File: src/design/nsc_pkg.sv
// Package for the NAND status/reset/ID host controller.
// Assumes an asynchronous 8-bit multiplexed NAND bus and an APB command port.
package nsc_pkg;
    // APB register offsets
    localparam logic [7:0] NSC_CTRL_OFF    = 8'h00;
    localparam logic [7:0] NSC_ADDR_OFF    = 8'h04;
    localparam logic [7:0] NSC_STAT_OFF    = 8'h08;
    localparam logic [7:0] NSC_RDATA_OFF   = 8'h0C;
    localparam logic [7:0] NSC_ID_LO_OFF   = 8'h10;
    localparam logic [7:0] NSC_ID_HI_OFF   = 8'h14;
    // CTRL fields: start bit 8, op code bits 3:0, address-cycle count bits 6:4
    localparam int NSC_CTRL_GO_BIT  = 8;
    localparam int NSC_CTRL_OP_LSB  = 0;
    localparam int NSC_CTRL_NA_LSB  = 4;
    // Host operation codes
    localparam logic [3:0] NSC_OP_RESET   = 4'h0;
    localparam logic [3:0] NSC_OP_STATUS  = 4'h1;
    localparam logic [3:0] NSC_OP_STAT_EN = 4'h2;
    localparam logic [3:0] NSC_OP_READ_ID = 4'h3;
    localparam logic [3:0] NSC_OP_RD_MODE = 4'h4;
    localparam logic [3:0] NSC_OP_CB_READ = 4'h5;
    localparam logic [3:0] NSC_OP_CB_SPEC = 4'h6;
    // Device command codes
    localparam logic [7:0] NSC_CMD_READ    = 8'h00;
    localparam logic [7:0] NSC_CMD_CB_CONF = 8'h35;
    localparam logic [7:0] NSC_CMD_CB_SPEC = 8'h36;
    localparam logic [7:0] NSC_CMD_STATUS  = 8'h70;
    localparam logic [7:0] NSC_CMD_STAT_EN = 8'h78;
    localparam logic [7:0] NSC_CMD_READ_ID = 8'h90;
    localparam logic [7:0] NSC_CMD_RESET   = 8'hFF;
    localparam logic [7:0] NSC_ID_ADDR     = 8'h00;
    // Status bits of the device's operation_status byte
    localparam int NSC_ST_FAIL  = 0;
    localparam int NSC_ST_OTP   = 3;
    localparam int NSC_ST_ECC   = 4;
    localparam int NSC_ST_ARDY  = 5;
    localparam int NSC_ST_RDY   = 6;
    localparam int NSC_ST_NWP   = 7;
    localparam logic [7:0] NSC_OPST_RST = 8'hE0;
    // Pin timing
    localparam int NSC_CLK_MHZ   = 50;
    localparam int NSC_T_PULSE_NS = 40;
    localparam int NSC_PULSE_CYC  = (NSC_T_PULSE_NS * NSC_CLK_MHZ + 999) / 1000;
    localparam int NSC_ID_BYTES   = 5;
    localparam int NSC_ADDR_MAX   = 5;
    typedef enum logic [2:0] {NSC_IDLE, NSC_CMD, NSC_ADR, NSC_CMD2, NSC_WAIT, NSC_RD, NSC_DONE} nsc_state_t;
endpackage

File: src/design/nsc_idmem.sv
// Small register memory that keeps the identification bytes read back.
// Assumes one writer and one reader on the same clock.
`timescale 1ns/100ps
module nsc_idmem
    import nsc_pkg::*;
#(
    parameter int DEPTH = 8
) (
    // Clock and reset
    input  wire logic       i_clock,
    input  wire logic       i_sys_rst,
    // Write side
    input  wire logic       i_we,
    input  wire logic [2:0] i_waddr,
    input  wire logic [7:0] i_wdata,
    // Read side
    input  wire logic [2:0] i_raddr,
    output logic      [7:0] o_rdata
);
    logic [7:0] mem_q [DEPTH];
    logic [7:0] rdata_q;

    always_ff @(posedge i_clock) begin
        if (i_we) begin
            mem_q[i_waddr] <= i_wdata;
        end
        if (i_sys_rst) begin
            rdata_q <= 8'h00;
        end else begin
            rdata_q <= mem_q[i_raddr];
        end
    end
    assign o_rdata = rdata_q;
endmodule

File: src/design/nsc_host.sv
// Host controller issuing reset, status, ID and copy-back read commands to a NAND.
// Assumes an APB master for orders and an asynchronous NAND on its pins.
//
// The address map and the APB register port were chosen for this implementation.
`timescale 1ns/100ps
// Operation
// - 36h confirm only after ECC errors on source page; host sends it whenever NSC_OP_CB_SPEC is ordered.
// - Status mode persists; host issues 00h before resuming data output.
// - Shared chip enable with several dies uses enhanced status, not 70h.
// - Enhanced status sends die and plane address; status of that plane returns.
// - Host sends reset first after power-on on every chip enable.
// - ID command plus one zero address; five bytes read; ID mode persists.
// - Dummy 00h before status read after identification; host refuses 70h until any operation other than NSC_OP_READ_ID or NSC_OP_STATUS is ordered.
module nsc_host
    import nsc_pkg::*;
(
    // Clock and reset
    input  wire logic        i_clock,
    input  wire logic        i_sys_rst,
    // APB slave
    input  wire logic        i_psel,
    input  wire logic        i_penable,
    input  wire logic        i_pwrite,
    input  wire logic [7:0]  i_paddr,
    input  wire logic [31:0] i_pwdata,
    output logic      [31:0] o_prdata,
    output logic             o_pready,
    output logic             o_pslverr,
    // NAND pins
    output logic             o_nand_ce_n,
    output logic             o_nand_cle,
    output logic             o_nand_ale,
    output logic             o_nand_we_n,
    output logic             o_nand_re_n,
    output logic      [7:0]  o_nand_io,
    output logic             o_nand_io_oe,
    input  wire logic [7:0]  i_nand_io,
    input  wire logic        i_nand_rb_n
);
    nsc_state_t  st_q, st_d;
    logic [3:0]  op_q, op_d;
    logic [2:0]  na_q, na_d, ai_q, ai_d;
    logic [39:0] addr_q, addr_d;
    logic [2:0]  rc_q, rc_d;
    logic [7:0]  ph_q, ph_d;
    logic        hi_q, hi_d;
    logic        rstd_q, rstd_d, idm_q, idm_d, busy_q, busy_d;
    logic [7:0]  opst_q, opst_d;
    logic        ce_n_q, ce_n_d, cle_q, cle_d, ale_q, ale_d, we_n_q, we_n_d, re_n_q, re_n_d;
    logic [7:0]  io_q, io_d;
    logic        oe_q, oe_d;
    logic [31:0] prdata_q, prdata_d;
    logic        pready_q, pready_d, perr_q, perr_d;
    logic [7:0]  io_s1_q, io_s2_q;
    logic        rb_s1_q, rb_s2_q;
    logic        id_we;
    logic [2:0]  id_ra_q, id_ra_d;
    logic [7:0]  id_rd;
    logic [2:0]  id_rp;
    logic [31:0] id_lo_q, id_lo_d;
    logic [7:0]  id_hi_q, id_hi_d;

    // First command byte of an operation
    function automatic logic [7:0] first_cmd(input logic [3:0] op);
        case (op)
            NSC_OP_RESET:   first_cmd = NSC_CMD_RESET;
            NSC_OP_STATUS:  first_cmd = NSC_CMD_STATUS;
            NSC_OP_STAT_EN: first_cmd = NSC_CMD_STAT_EN;
            NSC_OP_READ_ID: first_cmd = NSC_CMD_READ_ID;
            default:        first_cmd = NSC_CMD_READ;
        endcase
    endfunction

    nsc_idmem #(.DEPTH(8)) u_idmem (
        .i_clock   (i_clock),
        .i_sys_rst (i_sys_rst),
        .i_we      (id_we),
        .i_waddr   (rc_q),
        .i_wdata   (io_s2_q),
        .i_raddr   (id_ra_q),
        .o_rdata   (id_rd)
    );

    // Address whose word the memory presents now
    assign id_rp = id_ra_q - 3'd1;

    // Pin synchronisers
    always_ff @(posedge i_clock) begin
        io_s1_q <= i_nand_io;
        io_s2_q <= io_s1_q;
        rb_s1_q <= i_nand_rb_n;
        rb_s2_q <= rb_s1_q;
    end

    always_comb begin
        st_d = st_q; op_d = op_q; na_d = na_q; ai_d = ai_q; addr_d = addr_q; rc_d = rc_q;
        ph_d = ph_q; hi_d = hi_q; rstd_d = rstd_q; idm_d = idm_q; busy_d = busy_q; opst_d = opst_q;
        ce_n_d = ce_n_q; cle_d = cle_q; ale_d = ale_q; we_n_d = we_n_q; re_n_d = re_n_q;
        io_d = io_q; oe_d = oe_q; prdata_d = prdata_q; pready_d = 1'b0; perr_d = 1'b0;
        id_we = 1'b0; id_ra_d = id_ra_q; id_lo_d = id_lo_q; id_hi_d = id_hi_q;
        // APB access answers one cycle after setup
        if (i_psel && !i_penable) begin
            pready_d = 1'b1;
            if (i_pwrite) begin
                if (i_paddr == NSC_CTRL_OFF) begin
                    if (i_pwdata[NSC_CTRL_GO_BIT] && st_q == NSC_IDLE) begin
                        op_d = i_pwdata[NSC_CTRL_OP_LSB +: 4];
                        na_d = i_pwdata[NSC_CTRL_NA_LSB +: 3];
                        // Reset-first, status-after-ID and busy gating enforced here
                        if (!rstd_q && i_pwdata[NSC_CTRL_OP_LSB +: 4] != NSC_OP_RESET) begin
                            perr_d = 1'b1;
                        end else if (idm_q && i_pwdata[NSC_CTRL_OP_LSB +: 4] == NSC_OP_STATUS) begin
                            perr_d = 1'b1;
                        end else if (busy_q && i_pwdata[NSC_CTRL_OP_LSB +: 4] > NSC_OP_STAT_EN) begin
                            perr_d = 1'b1;
                        end else begin
                            st_d = NSC_CMD; ph_d = 8'h00; hi_d = 1'b0; ai_d = 3'h0; rc_d = 3'h0;
                        end
                    end else if (i_pwdata[NSC_CTRL_GO_BIT]) begin
                        perr_d = 1'b1;
                    end
                end else if (i_paddr == NSC_ADDR_OFF) begin
                    addr_d = {8'h00, i_pwdata};
                end else begin
                    perr_d = 1'b1;
                end
            end else begin
                if (i_paddr == NSC_STAT_OFF) begin
                    prdata_d = {20'h0, idm_q, rstd_q, rb_s2_q, st_q == NSC_IDLE, opst_q};
                end else if (i_paddr == NSC_ADDR_OFF) begin
                    prdata_d = addr_q[31:0];
                end else if (i_paddr == NSC_ID_LO_OFF) begin
                    prdata_d = id_lo_q;
                end else if (i_paddr == NSC_ID_HI_OFF) begin
                    prdata_d = {24'h0, id_hi_q};
                end else if (i_paddr == NSC_RDATA_OFF) begin
                    prdata_d = {24'h0, opst_q};
                end else begin
                    prdata_d = 32'h0; perr_d = 1'b1;
                end
            end
        end
        // Status byte copied from the bus in status mode only while re_n_q is low in NSC_IDLE; re_n_q is always high there
        if ((op_q == NSC_OP_STATUS || op_q == NSC_OP_STAT_EN) && !re_n_q && st_q == NSC_IDLE) begin
            opst_d = io_s2_q;
        end
        // ID bytes collected into registers
        id_ra_d = id_ra_q + 3'd1;
        if (id_rp < 3'd4) begin
            id_lo_d[id_rp[1:0]*8 +: 8] = id_rd;
        end else if (id_rp == 3'd4) begin
            id_hi_d = id_rd;
        end
        ph_d = ph_q + 8'd1;
        case (st_q)
            NSC_IDLE: begin
                ph_d = 8'h00;
            end
            NSC_CMD: begin
                ce_n_d = 1'b0; cle_d = 1'b1; ale_d = 1'b0; oe_d = 1'b1; io_d = first_cmd(op_q);
                we_n_d = ph_q < 8'(NSC_PULSE_CYC);
                we_n_d = !we_n_d;
                if (ph_q == 8'(2 * NSC_PULSE_CYC)) begin
                    cle_d = 1'b0; ph_d = 8'h00;
                    if (op_q == NSC_OP_RESET) begin
                        // Busy flag marks the reset wait; any order during it, a second reset included, is refused because st_q is not NSC_IDLE
                        rstd_d = 1'b1; idm_d = 1'b0; busy_d = 1'b1; st_d = NSC_WAIT;
                    end else if (op_q == NSC_OP_READ_ID) begin
                        idm_d = 1'b1; na_d = 3'd1; addr_d = {32'h0, NSC_ID_ADDR}; st_d = NSC_ADR;
                    end else if (op_q == NSC_OP_STAT_EN || op_q >= NSC_OP_CB_READ) begin
                        idm_d = 1'b0; st_d = NSC_ADR;
                    end else begin
                        // 70h leaves status mode sticky at the device; plain 00h ends it
                        idm_d = 1'b0; st_d = (op_q == NSC_OP_STATUS) ? NSC_RD : NSC_DONE;
                    end
                end
            end
            NSC_ADR: begin
                cle_d = 1'b0; ale_d = 1'b1; oe_d = 1'b1; io_d = addr_q[ai_q*8 +: 8];
                we_n_d = !(ph_q < 8'(NSC_PULSE_CYC));
                if (ph_q == 8'(2 * NSC_PULSE_CYC)) begin
                    ph_d = 8'h00; ai_d = ai_q + 3'd1;
                    if (ai_q + 3'd1 >= na_q || ai_q + 3'd1 == 3'(NSC_ADDR_MAX)) begin
                        ale_d = 1'b0;
                        st_d = (op_q >= NSC_OP_CB_READ) ? NSC_CMD2 : NSC_RD;
                    end
                end
            end
            NSC_CMD2: begin
                cle_d = 1'b1; oe_d = 1'b1;
                io_d = (op_q == NSC_OP_CB_SPEC) ? NSC_CMD_CB_SPEC : NSC_CMD_CB_CONF;
                we_n_d = !(ph_q < 8'(NSC_PULSE_CYC));
                if (ph_q == 8'(2 * NSC_PULSE_CYC)) begin
                    cle_d = 1'b0; ph_d = 8'h00; busy_d = 1'b1; st_d = NSC_WAIT;
                end
            end
            NSC_WAIT: begin
                oe_d = 1'b0;
                // Ready/busy pin low then high ends the wait
                if (!rb_s2_q) begin
                    hi_d = 1'b1;
                end
                if (hi_q && rb_s2_q) begin
                    busy_d = 1'b0; st_d = NSC_DONE;
                end
            end
            NSC_RD: begin
                oe_d = 1'b0; cle_d = 1'b0; ale_d = 1'b0;
                re_n_d = !(ph_q < 8'(NSC_PULSE_CYC));
                if (ph_q == 8'(NSC_PULSE_CYC + 2)) begin
                    if (op_q == NSC_OP_READ_ID) begin
                        id_we = 1'b1; id_ra_d = 3'h0;
                    end else begin
                        opst_d = io_s2_q;
                    end
                end
                if (ph_q == 8'(2 * NSC_PULSE_CYC + 2)) begin
                    ph_d = 8'h00; rc_d = rc_q + 3'd1;
                    if (op_q != NSC_OP_READ_ID || rc_q + 3'd1 == 3'(NSC_ID_BYTES)) begin
                        st_d = NSC_DONE;
                    end
                end
            end
            default: begin
                re_n_d = 1'b1; we_n_d = 1'b1; oe_d = 1'b0; ce_n_d = 1'b1; st_d = NSC_IDLE;
            end
        endcase
    end

    always_ff @(posedge i_clock) begin
        if (i_sys_rst) begin
            st_q <= NSC_IDLE; op_q <= 4'h0; na_q <= 3'h0; ai_q <= 3'h0; addr_q <= 40'h0; rc_q <= 3'h0;
            ph_q <= 8'h00; hi_q <= 1'b0; rstd_q <= 1'b0; idm_q <= 1'b0; busy_q <= 1'b0;
            opst_q <= NSC_OPST_RST; ce_n_q <= 1'b1; cle_q <= 1'b0; ale_q <= 1'b0; we_n_q <= 1'b1;
            re_n_q <= 1'b1; io_q <= 8'h00; oe_q <= 1'b0; prdata_q <= 32'h0; pready_q <= 1'b0;
            perr_q <= 1'b0; id_ra_q <= 3'h7; id_lo_q <= 32'h0; id_hi_q <= 8'h00;
        end else begin
            st_q <= st_d; op_q <= op_d; na_q <= na_d; ai_q <= ai_d; addr_q <= addr_d; rc_q <= rc_d;
            ph_q <= ph_d; hi_q <= hi_d; rstd_q <= rstd_d; idm_q <= idm_d; busy_q <= busy_d;
            opst_q <= opst_d; ce_n_q <= ce_n_d; cle_q <= cle_d; ale_q <= ale_d; we_n_q <= we_n_d;
            re_n_q <= re_n_d; io_q <= io_d; oe_q <= oe_d; prdata_q <= prdata_d; pready_q <= pready_d;
            perr_q <= perr_d; id_ra_q <= id_ra_d; id_lo_q <= id_lo_d; id_hi_q <= id_hi_d;
        end
    end

    assign o_prdata    = prdata_q;
    assign o_pready    = pready_q;
    assign o_pslverr   = perr_q;
    assign o_nand_ce_n = ce_n_q;
    assign o_nand_cle  = cle_q;
    assign o_nand_ale  = ale_q;
    assign o_nand_we_n = we_n_q;
    assign o_nand_re_n = re_n_q;
    assign o_nand_io   = io_q;
    assign o_nand_io_oe = oe_q;
endmodule

File: config.mk
export PLATFORM = sky130hd
export DESIGN_NAME = nsc_host
export DESIGN_NICKNAME = d
export VERILOG_FILES = /design/src/design/nsc_pkg.sv /design/src/design/nsc_idmem.sv /design/src/design/nsc_host.sv
export SDC_FILE = /design/constraint.sdc
export NUM_CORES = 1
export LEC_CHECK = 0
export ABC_AREA = 0
export BUFFER_PORTS_ARGS = -buffer_cell sky130_fd_sc_hd__buf_2
export CORE_MARGIN = 1
export CORE_UTILIZATION = 29
export DETAILED_ROUTE_END_ITERATION = 7
export PLACE_DENSITY = 0.56
export SYNTH_ARGS = -nofsm -noshare
export SYNTH_HDL_FRONTEND = slang
export SYNTH_SLANG_ARGS = --single-unit
File: constraint.sdc
create_clock -name i_clock -period 6.7 [get_ports i_clock]
set_clock_uncertainty 0.05 [all_clocks]
set_input_delay 0.335 -clock i_clock [delete_from_list [all_inputs] [get_ports i_clock]]
set_output_delay 0.335 -clock i_clock [all_outputs]
set_load 0.01 [all_outputs]
* Word-level counts from Yosys, hierarchy flattened
Memory sizes are Yosys's and may differ from the RTL's. A register that Yosys moved wholly into a read port is not among the register bits.
Index checks and enable logic that the tools add are counted.
** Operators by class
- Add/subtract/negate cells :: 6
- Magnitude comparators :: 5
- Equality and inequality tests :: 25
- Shift operators :: 3
- Mux-type cells :: 116
- Bitwise logic cells :: 3
- Reductions and logical operators :: 38
** Operator list (count)
- $mux W40 :: 8
- $mux W3 :: 47
- $mux W32 :: 3
- $mux W8 :: 8
- $pmux W8 S3 :: 2
- $shiftx A40 B7 Y8 :: 1
- $mux W1 :: 36
- $neg A5 Y34 :: 1
- $shift A8 B34 Y32 const A :: 1
- $shiftx A8 B34 Y32 :: 1
- $bwmux W32 :: 1
- $pmux W8 S4 :: 1
- $eq A8 B3 Y1 const B :: 3
- $pmux W3 S6 :: 1
- $eq A8 B4 Y1 const B :: 2
- $eq A8 B5 Y1 const B :: 2
- $eq A3 B3 Y1 const B :: 5
- $pmux W1 S2 :: 6
- $reduce_or A5 Y1 :: 2
- $add A3 B1 Y3 const B :: 3
- $add A8 B1 Y8 const B :: 1
- $eq A4 B1 Y1 const B :: 2
- $eq A4 B2 Y1 const B :: 2
- $logic_and A1 B1 Y1 :: 8
- 28 further kinds :: 49
** Storage, ports and cells
- Flip-flop bits (word level) :: 185
- RAM bits :: 64
- Input port bits :: 54
- Output and inout port bits :: 48
- Word-level logic and storage cells :: 226
- Memories kept :: 1
** Memory list
- u_idmem.mem_q :: depth 8, width 8, read ports 1, clocked after Yosys merged registers in 1, write ports 1, line nsc_idmem.sv:20 : logic [7:0] mem_q [DEPTH];

* Depth between registers and ports, before layout
Gate-level depths: netlist of the first run.
- Depth in word-level cells :: 12
- Mapped depth :: 10
- Depth with buffers taken out :: 7

* Modules after synthesis
Synthesis of the first run repeated with hierarchy kept, for this count alone.
** Second synthesis, totals
- Cells, all modules :: 1041
- Area total of the unflattened synthesis :: 10652.7 um^2
** By module, submodules not included
- nsc_host :: times used 1, cells an instance 918, area an instance 7966.4 um^2, seq. area each 3703.6 um^2
- nsc_idmem :: times used 1, cells an instance 123, area an instance 2686.3 um^2, seq. area each 2082.0 um^2

* Worst setup path after synthesis of the first run
Ideal clock, no wire load.
- Path type :: reg-to-reg
- Start point :: register id_ra_q[0]
- End point :: register id_lo_q[29]
- Setup time :: 65 ps
- Data arrival time :: 2406 ps
- Data required time :: 6585 ps
- Path slack :: 4179 ps
- Cell stages (with the launch flop) :: 10
- Path buffers :: 2
- Clock period less this slack :: 2521 ps
- Cells stage by stage :: dfxtp_1 buf_1 inv_1 ha_1 xnor2_1 nand2_1 clkbuf_1 nor3_1 a21oi_1 nor2_1
** On the way
- Cells in the longest elaborated chain, start to end :: 4
- Elaborated cells on any way between the ends :: 6
- Classes of those cells :: add/sub (2); order compare (1); shift (2); mux (1)
** RTL lines
- start: declaration :: line nsc_host.sv:57 : logic [2:0] id_ra_q, id_ra_d;
- start signal: assignment :: line nsc_host.sv:242 : perr_q <= perr_d; id_ra_q <= id_ra_d; id_lo_q <= id_lo_d; id_hi_q <= id_hi_d;
- $sub A3 B1 Y3 * :: line nsc_host.sv:85 : assign id_rp = id_ra_q - 3'd1;
- $neg A5 Y34 :: line nsc_host.sv:150 : id_lo_d[id_rp[1:0]*8 +: 8] = id_rd;
- $shiftx A8 B34 Y32 or $shift A8 B34 Y32 (tied branches) :: line nsc_host.sv:150
- $bwmux W32 :: line nsc_host.sv:150
- end signal: assignment :: line nsc_host.sv:242
- end: declaration :: line nsc_host.sv:60 : logic [31:0] id_lo_q, id_lo_d;
Every way passes the cells marked *; elsewhere a longest branch is shown, timed or not.
A chain may end at the register's enable or synchronous reset.

* Worst setup path after layout of the first run
- Start point :: register ph_q[5]
- End point :: memory u_idmem.mem_q[2][5], enable pin
** On the way
- Cells in the longest elaborated chain, start to end :: 5
** RTL lines
- start: declaration :: line nsc_host.sv:45 : logic [7:0] ph_q, ph_d;
- start signal: assignment :: line nsc_host.sv:239 : ph_q <= ph_d; hi_q <= hi_d; rstd_q <= rstd_d; idm_q <= idm_d; busy_q <= busy_d;
- $eq A8 B3 Y1 :: line nsc_host.sv:210 : if (ph_q == 8'(NSC_PULSE_CYC + 2)) begin
- $mux W1 :: line nsc_host.sv:210
- $mux W1 :: line nsc_host.sv:155 : case (st_q)
- $mux W1 :: line nsc_idmem.sv:24 : if (i_we) begin
- $mux W1 (not written as such) :: line nsc_idmem.sv:25 : mem_q[i_waddr] <= i_wdata;
- end: declaration :: line nsc_idmem.sv:20
Every way passes these cells.

==> out/metrics.yaml, run 1 <==
syn_to_final_growth_pct: 21.7
synthTopCellsByCount: "dfxtp_1 (193), nor2_1 (128), nand2_1 (113)"
pin_count: 102
wl_mm: 29.5
cellPowerDensity_nw_per_um2: 273
end_kind: "flip-flop"
core.rowCount: 69
dieArea_um2: 37400
outcome: "finished, violations left"
avgSynthCellArea_um2: 10.3
grt_use_met3: 0.0223
synth_top_area_frac: 0.364
synth_top_area_cell: "dfxtp_1"
setup_viol: 0
via_per_inst: 5.00
first_iter_violations: 664
yosysWarnings: 0
dr.pass1.iters: 8
drcViolationCount: 7
clkSlewWorstSetupHoldPaths_ns: 0.06
p_switching_uw: 775
hold_viol: 0
hpwl_mm: 20.9
synth_edf_count: 64
leakage_nw: 4.72
crit_type: "flip-flop to flip-flop"
ctsResizeCount: 0
cts_made_buffers: 29
rsz0062_at_grt: "no"
pwr-share-seq: 0.466
synth_cells: 1035
share_comb_of_total_power: 0.053
tns_ns: 0
r2r-start: "ph_q[5]"
clockBufferDepth: 3
port_buffers: 101
cts_tree: "built"
crit_path_start: "ph_q[5]"
clock_power_share: 0.481
busiest_layer: "met2"
maxSlewHeadroom: 0.390
cp-start-kind: "flip-flop"
vias: 8161
required_ns: 6.82
fmax_ghz: 0.331
synth_area_leaders: "dfxtp_1 (36%), edfxtp_1 (18%), mux4_2 (5.1%)"
core_um2: 35800
worst_pin_slew_ns: 0.911
crit_fanout: 10
syn-cell-area_um2: 10600
worstSetupEndpoint: "u_idmem.mem_q[2][5]"
synth_flop_cell: "dfxtp_1"
grt_usage: 0.157
yosysMostFrequentCell: "dfxtp_1"
final_util: 0.360
p_int_mw: 2.75
worstHoldPathType: "input port to flip-flop"
fillers: 3546
met1_usage: 0.211
grt_util_met2: 0.258
final.period_utilization: 0.451
ys_seq_area_frac: 0.545
grt_pass1_wl_mm: 46.5
grt_pass1_vias: 7963
synth.lib_cells_used.distinct: 66
hold_slack_ns: 0.0298
p_total_mw: 3.53
r2r.worst_path.cells: 5
post_dp_cell_area_um2: 11500
vdd_drop_max_uv: 158
stdcell_area_um2: 12900
fin_nets: 1221
min_period_ns: 3.02
crit_cells: 5
overflow: 0
r2r_setup_slack_ns: 3.68
antenna_found_initial: 0
crit_slowest_cell: "nor3_1"
swShare: 0.220
crit_family: "simple AND/OR/NAND/NOR gates"
ant_nets: 0
holdBufCountCts: 37
synth-async-reset-ratio: 0
dieWidth_um: 193
maxSlewViolCount: 0
wire_per_inst_um: 18.1
htree_levels: 1
antenna_cells: 0
timing.rr.end: "u_idmem.mem_q[2][5]"
violations: "DRC"
cts_setup_buffers: 0
crit_path_cell_trace: "nor3_2, nand2_1, nor3_1, nand2b_1, nor2_1"
synth_nets: 1106
cts.sinks: 257
maxCapViolations: 0
cp.arrival_ns: 3.14
path_buf_inv: 0
place_congestion: 0.881
initial_core_util: 0.296
clockRootBuffer: "clkbuf_16"
ys_ff_latch: 257
slowest_delay_ns: 0.59
final_layout_size_suffix_gt1_frac: 0.173
die_h_um: 193
grt_max_degree: 84
clock_latency_ns: 0.55
[state kept, by name, summed over array words and instances, names as in the netlist, 4 cells and up]
name,count
opst_q,8
u_idmem.mem_q,64
io_s1_q,8
o_prdata,32
id_hi_q,8
op_q,4
addr_q,40
io_s2_q,8
u_idmem.o_rdata,8
o_nand_io,8
id_lo_q,32
ph_q,8
[how the worst min path moves through the flow]
stage | depth (start not counted) | startpoint | slack (ns) | end
floorplan | 0 | io_s1_q[0] | 0.26 | io_s2_q[0]
global placement | 0 | io_s1_q[0] | 0.26 | io_s2_q[0]
detailed placement | 0 | io_s1_q[0] | 0.26 | io_s2_q[0]
CTS | 3 | i_pwdata[2] | 0.004 | addr_q[2]
global route | 3 | i_pwdata[0] | 0.03 | addr_q[0]
finish | 3 | i_pwdata[2] | 0.03 | addr_q[2]
[layer usage]
layer  vias to the layer above  wire (µm)
li1                       3961          -
met3                        53       1600
met1                      3898      13100
met4                         0        900
met2                       249      13900
met5                         -          0
[cell usage in the layout (no fill, tap or decap), types with 5 or more instances in the layout]
cell	instances
nor3_1	57
ha_1	17
or3_1	7
clkbuf_8	7
mux4_2	24
nand3_1	22
buf_4	13
dfxtp_1	193
dlygate4sd3_1	37
a21oi_1	98
a21o_1	6
a221oi_1	8
inv_1	16
o21ai_0	8
a22oi_1	24
a221o_1	8
edfxtp_1	64
a22o_1	29
nand2_1	113
and2_1	12
mux2i_1	23
bufinv_16	5
clkbuf_16	29
xor2_1	9
a211oi_1	6
nand2b_1	19
buf_2	100
nor2_1	128
nor2b_1	6
and3_1	5
[cells by family (layout without fill, tap and decap cells)]
family          Yosys count  in the layout  synth area share
mux                      48             48            0.0737
xor+xnor                 12             12           0.00990
simple gates            399            399             0.180
compound gates          219            219             0.138
buf+inv                  83            220            0.0335
fa+ha+maj                17             17            0.0200
flops                   257            257             0.545
[power by group through the flow]
stage | logic, mW | registers, mW | clock network, mW
after floorplan | 0.121 | 1.66 | 0
after global placement | 0.169 | 1.68 | 0
after detailed placement | 0.169 | 1.68 | 0
after CTS | 0.187 | 1.64 | 1.73
after global routing | 0.204 | 1.65 | 1.79
final | 0.186 | 1.64 | 1.70
[worst register-to-register path: stages, from the launching register on]
cell and delay (ns):
dfxtp_1 0.35, nor3_2 0.47, nand2_1 0.38, nor3_1 0.59, nand2b_1 0.23, nor2_1 0.57
[final cells by class]
cell class                      count  area [µm²]  share of cell area
Tap cell                          461         577              0.0447
Multi-Input combinational cell    695        4480               0.347
Sequential cell                   257        5790               0.448
Clock buffer                       40         837              0.0648
Clock inverter                     13         198              0.0153
Inverter                           17        63.8             0.00494
Timing Repair Buffer              150         968              0.0750
[per-stage QoR]
step,setup slack [ns],cells
after floorplan,4.18,1035
after global placement,3.87,1543
after detailed placement,3.73,1543
after CTS,3.70,1633
after global routing,3.45,1633
final,3.68,1633
(Power assumes the default switching activity.)
==> run 2, diff against run 1 <==
- PLACE_DENSITY: 0.56 -> 0.57
- clock period: 6.7 -> 2.5 ns (I/O delays scaled with it)
==> run 2 against run 1 <==
Power grew to 2.8 times the previous value. Largest cell class unchanged. The run still ends with DRC left. Final area is 3.8% higher. Cell count increased by 2.9%. Count of clock-buffer cells in the layout down 4. Sequential power rose to 2.7 times the previous value. Routed wire length down 0.27%. Via count up 1.8%.
==> out/metrics.yaml, run 2 (synthesis gave the netlist of run 1 again) <==
outcome: "finished, violations left"
violations: "DRC"
htree_levels: 1
required_ns: 2.70
dieArea_um2: 37400
port_buffers: 101
cts_setup_buffers: 0
place_congestion: 0.866
layout_commonest_cell: "dfxtp_1"
clockRootBuffer: "clkbuf_16"
mostFrequentLayoutCells: "dfxtp_1 (193), nor2_1 (128), nand2_1 (113)"
maxCapViolations: 0
dr.pass1.iters: 7
cts_made_buffers: 30
first_iter_violations: 604
clockBufferDepth: 3
via_per_inst: 4.94
grt_usage: 0.156
grt_pass1_vias: 8309
grt_pass1_wl_mm: 46.5
hpwl_mm: 21.2
grt_util_met2: 0.264
crit_type: "flip-flop to flip-flop"
end_kind: "flip-flop"
cellPowerDensity_nw_per_um2: 728
crit_fanout: 8
largest_register_ffs: 64
maxSlewHeadroom: 0.554
met1_usage: 0.197
worstHoldPathType: "input port to flip-flop"
fmax_ghz: 0.440
grt_max_degree: 87
worst_pin_slew_ns: 0.669
leakage_nw: 4.99
fin_nets: 1267
die_h_um: 193
ant_nets: 0
initial_core_util: 0.296
overflow: 0
cts.sinks: 257
pin_count: 102
tns_ns: 0
grt_use_met3: 0.0281
wl_mm: 29.4
final.period_utilization: 0.909
busiest_layer: "met2"
antenna_found_initial: 0
cp.arrival_ns: 2.47
clkSlewWorstSetupHoldPaths_ns: 0.06
p_total_mw: 9.76
maxSlewViolCount: 0
core.rowCount: 69
vias: 8306
cts_tree: "built"
dieWidth_um: 193
hold_viol: 0
syn_to_final_growth_pct: 26.3
rsz0062_at_grt: "no"
antenna_cells: 0
vdd_drop_max_uv: 429
final_util: 0.374
min_period_ns: 2.27
largest_register: "u_idmem.mem_q"
reg_top3: "u_idmem.mem_q x64, addr_q x40"
drcViolationCount: 8
final_layout_size_suffix_gt1_frac: 0.199
core_um2: 35800
cp-start-kind: "flip-flop"
setup_viol: 0
wire_per_inst_um: 17.5
clock_latency_ns: 0.57
[run 2: cell types whose count changed in the layout (fill, tap and decap cells not counted), moves of 3 or more]
cell / previous run / this run
clkbuf_8: 7 / 3
buf_4: 13 / 45
clkinv_2: 4 / 7
dlygate4sd3_1: 37 / 46
buf_12: 0 / 4
[run 2: path summary, 6_finish.rpt]
check	start	to	slack [ns]	depth (start not counted)
hold / removal	i_pwrite	o_pslverr	0.04	3
setup / recovery	ph_q[0]	u_idmem.mem_q[0][6]	0.23	9
setup reg to reg	ph_q[0]	u_idmem.mem_q[0][6]	0.23	9
hold reg to reg	io_s1_q[4]	io_s2_q[4]	0.27	0
[run 2: through the flow]
stage	instances	area [µm²]	setup WS [ns]	hold slack, ns
2_1_floorplan	1035	10600	0.0764	0.103
3_3_place_gp	1579	11800	0.240	0.179
3_5_place_dp	1579	11800	0.217	0.179
4_1_cts	1681	13400	0.168	0.00869
5_1_grt	1681	13400	0.0687	0.0476
6_report	1681	13400	0.227	0.0389
[run 2: final cells by class]
class | count | area, µm²
Sequential cell | 257 | 5790
Tap cell | 461 | 577
Clock inverter | 20 | 283
Inverter | 17 | 63.8
Timing Repair Buffer | 195 | 1380
Clock buffer | 36 | 825
Multi-Input combinational cell | 695 | 4490
Fill cell | 3502 | 22400
[run 2: critical path, stage by stage (launching register included)]
cell and delay, ns:
dfxtp_1 0.35, inv_1 0.09, ha_1 0.19, and4bb_2 0.28, nand2_1 0.09, nor3_2 0.24, buf_4 0.15, nand2b_1 0.13
nor3_1 0.17, buf_4 0.21
[run 2: what timing repair did]
action | in CTS | in global routing
setup endpoints to repair | 0 | 8
endpoints found under the hold margin | 68 | 0
hold buffers | 46 | 0
resized for setup | 0 | 1
[run 2: power by group]
group          leakage, nW  switching (mW)  total (mW)  internal, mW
registers             2.14          0.0559        4.37          4.32
clock network        0.543            1.77        4.84          3.06
logic                 2.31           0.312       0.546         0.235
total                 4.99            2.14        9.76          7.62
[run 2: metal layers]
metal | wire length [µm] | up-vias
met3 | 1440 | 65
li1 | - | 4059
met4 | 956 | 0
met5 | 0 | -
met2 | 14200 | 236
met1 | 12800 | 3946
==> run 3, diff against run 2 <==
- CORE_MARGIN: 1 -> 5
- MAX_ROUTING_LAYER: unset -> met4
==> run 3 against run 2 <==
The run now ends clean. Register-to-register slack got worse by 0.10 ns. Count of clock-buffer cells in the layout increased by 9. Maximum frequency decreased by 4.4%. Non-clock buffer count is 2 higher. Via count increased by 0.40%. Final area down 0.33%. Critical endpoint is now op_q[3]. Die area is 8.4% higher. First-iteration DRC count grew 12%. Power is 3.0% lower.
==> out/metrics.yaml, run 3 (synthesis gave the netlist of run 1 again) <==
largest_register: "u_idmem.mem_q"
crit_fanout: 15
dieWidth_um: 201
pin_count: 102
wire_per_inst_um: 17.9
met1_usage: 0.191
port_buffers: 101
leakage_nw: 4.98
hold_viol: 0
mostFrequentLayoutCells: "dfxtp_1 (192), nor2_1 (128), nand2_1 (113)"
rsz0062_at_grt: "no"
swShare: 0.214
grt_max_degree: 53
crit_type: "flip-flop to flip-flop"
worst_pin_slew_ns: 0.617
p_int_mw: 7.44
min_period_ns: 2.38
end_kind: "flip-flop"
stdcell_area_um2: 13400
final.period_utilization: 0.951
htree_levels: 1
syn_to_final_growth_pct: 25.9
wl_mm: 30.2
fmax_ghz: 0.421
antenna_cells: 0
worstHoldPathType: "input port to flip-flop"
cts_tree: "built"
cts.sinks: 257
cp-start-kind: "flip-flop"
tns_ns: 0
grt_pass1_vias: 8420
grt_util_met2: 0.243
required_ns: 2.93
overflow: 0
pwr-share-seq: 0.463
cp.arrival_ns: 2.81
antenna_found_initial: 0
cts_made_buffers: 28
drcViolationCount: 0
maxSlewHeadroom: 0.589
grt_usage: 0.150
core_um2: 36300
grt_use_met3: 0.0271
final_layout_size_suffix_gt1_frac: 0.200
p_total_mw: 9.47
maxSlewViolCount: 0
clock_latency_ns: 0.53
setup_viol: 0
die_h_um: 201
dr.pass1.iters: 5
vdd_drop_max_uv: 527
dieArea_um2: 40500
maxCapViolations: 0
hpwl_mm: 22.0
cellPowerDensity_nw_per_um2: 709
first_iter_violations: 678
post_dp_cell_area_um2: 11800
vias: 8339
grt_pass1_wl_mm: 48.3
initial_core_util: 0.292
fillers: 3523
p_switching_mw: 2.02
place_congestion: 0.856
cts_setup_buffers: 0
share_comb_of_total_power: 0.057
layout_commonest_cell: "dfxtp_1"
busiest_layer: "met2"
via_per_inst: 4.95
reg_top3: "u_idmem.mem_q x64, addr_q x40"
ant_nets: 0
outcome: "finished clean"
clockRootBuffer: "clkbuf_16"
clockBufferDepth: 3
core.rowCount: 70
clkSlewWorstSetupHoldPaths_ns: 0.06
clock_power_share: 0.480
largest_register_ffs: 64
fin_nets: 1267
[run 3: worst max-delay path, cell delays in order (launching register included)]
cell           delay, ns
dfxtp_1             0.47
or4_4               0.49
nor4_4              0.33
buf_4               0.23
nand2_1             0.06
a21oi_1             0.13
dlygate4sd3_1       0.56
[run 3: cell type report]
| type | instances | area (µm²) | share of cell area |
|---|---|---|---|
| multi-input combinational | 695 | 4490 | 0.336 |
| clock buffer | 45 | 910 | 0.0681 |
| inverter | 17 | 63.8 | 0.00478 |
| timing repair buffer | 197 | 1380 | 0.104 |
| sequential | 257 | 5790 | 0.433 |
| clock inverter | 7 | 139 | 0.0104 |
| tap | 468 | 586 | 0.0438 |
[run 3: power by group through the flow]
stage               Sequential (mW)  Combinational, mW  Clock [mW]
floorplan                      4.45              0.326           0
global placement               4.47              0.487           0
detailed placement             4.47              0.491           0
CTS                            4.38              0.548        4.64
global route                   4.39              0.597        4.83
finish                         4.38              0.544        4.54
[run 3: through the flow]
step           cells   util  worst slack, ns  hold WS, ns
3_5_place_dp    1587  0.326           0.0628        0.179
2_1_floorplan   1035      -           0.0764        0.103
5_1_grt         1686  0.367          0.00477        0.106
4_1_cts         1686  0.367           0.0493       0.0445
3_3_place_gp    1587  0.326            0.109        0.177
6_report        1686  0.367            0.123       0.0727
[run 3: worst paths after layout]
path                   start         end  slack, ns  depth (start not counted)
setup reg to reg     st_q[1]     op_q[3]       0.12                          6
setup / recovery     st_q[1]     op_q[3]       0.12                          6
hold reg to reg   io_s1_q[3]  io_s2_q[3]       0.27                          0
hold / removal    i_paddr[2]   o_pslverr       0.07                          4
[run 3: what timing repair did]
item                                   in CTS  in global routing
hold buffers                               47                  0
endpoints found under the hold margin      59                  0
resized for setup                           0                  2
setup endpoints to repair                   0                 66
[run 3: per-layer routing]
layer  wire [µm]  up-vias
li1            -     4064
met1       13100     3970
met2       14300      246
met3        1830       59
met4        1000        0
met5           0        -
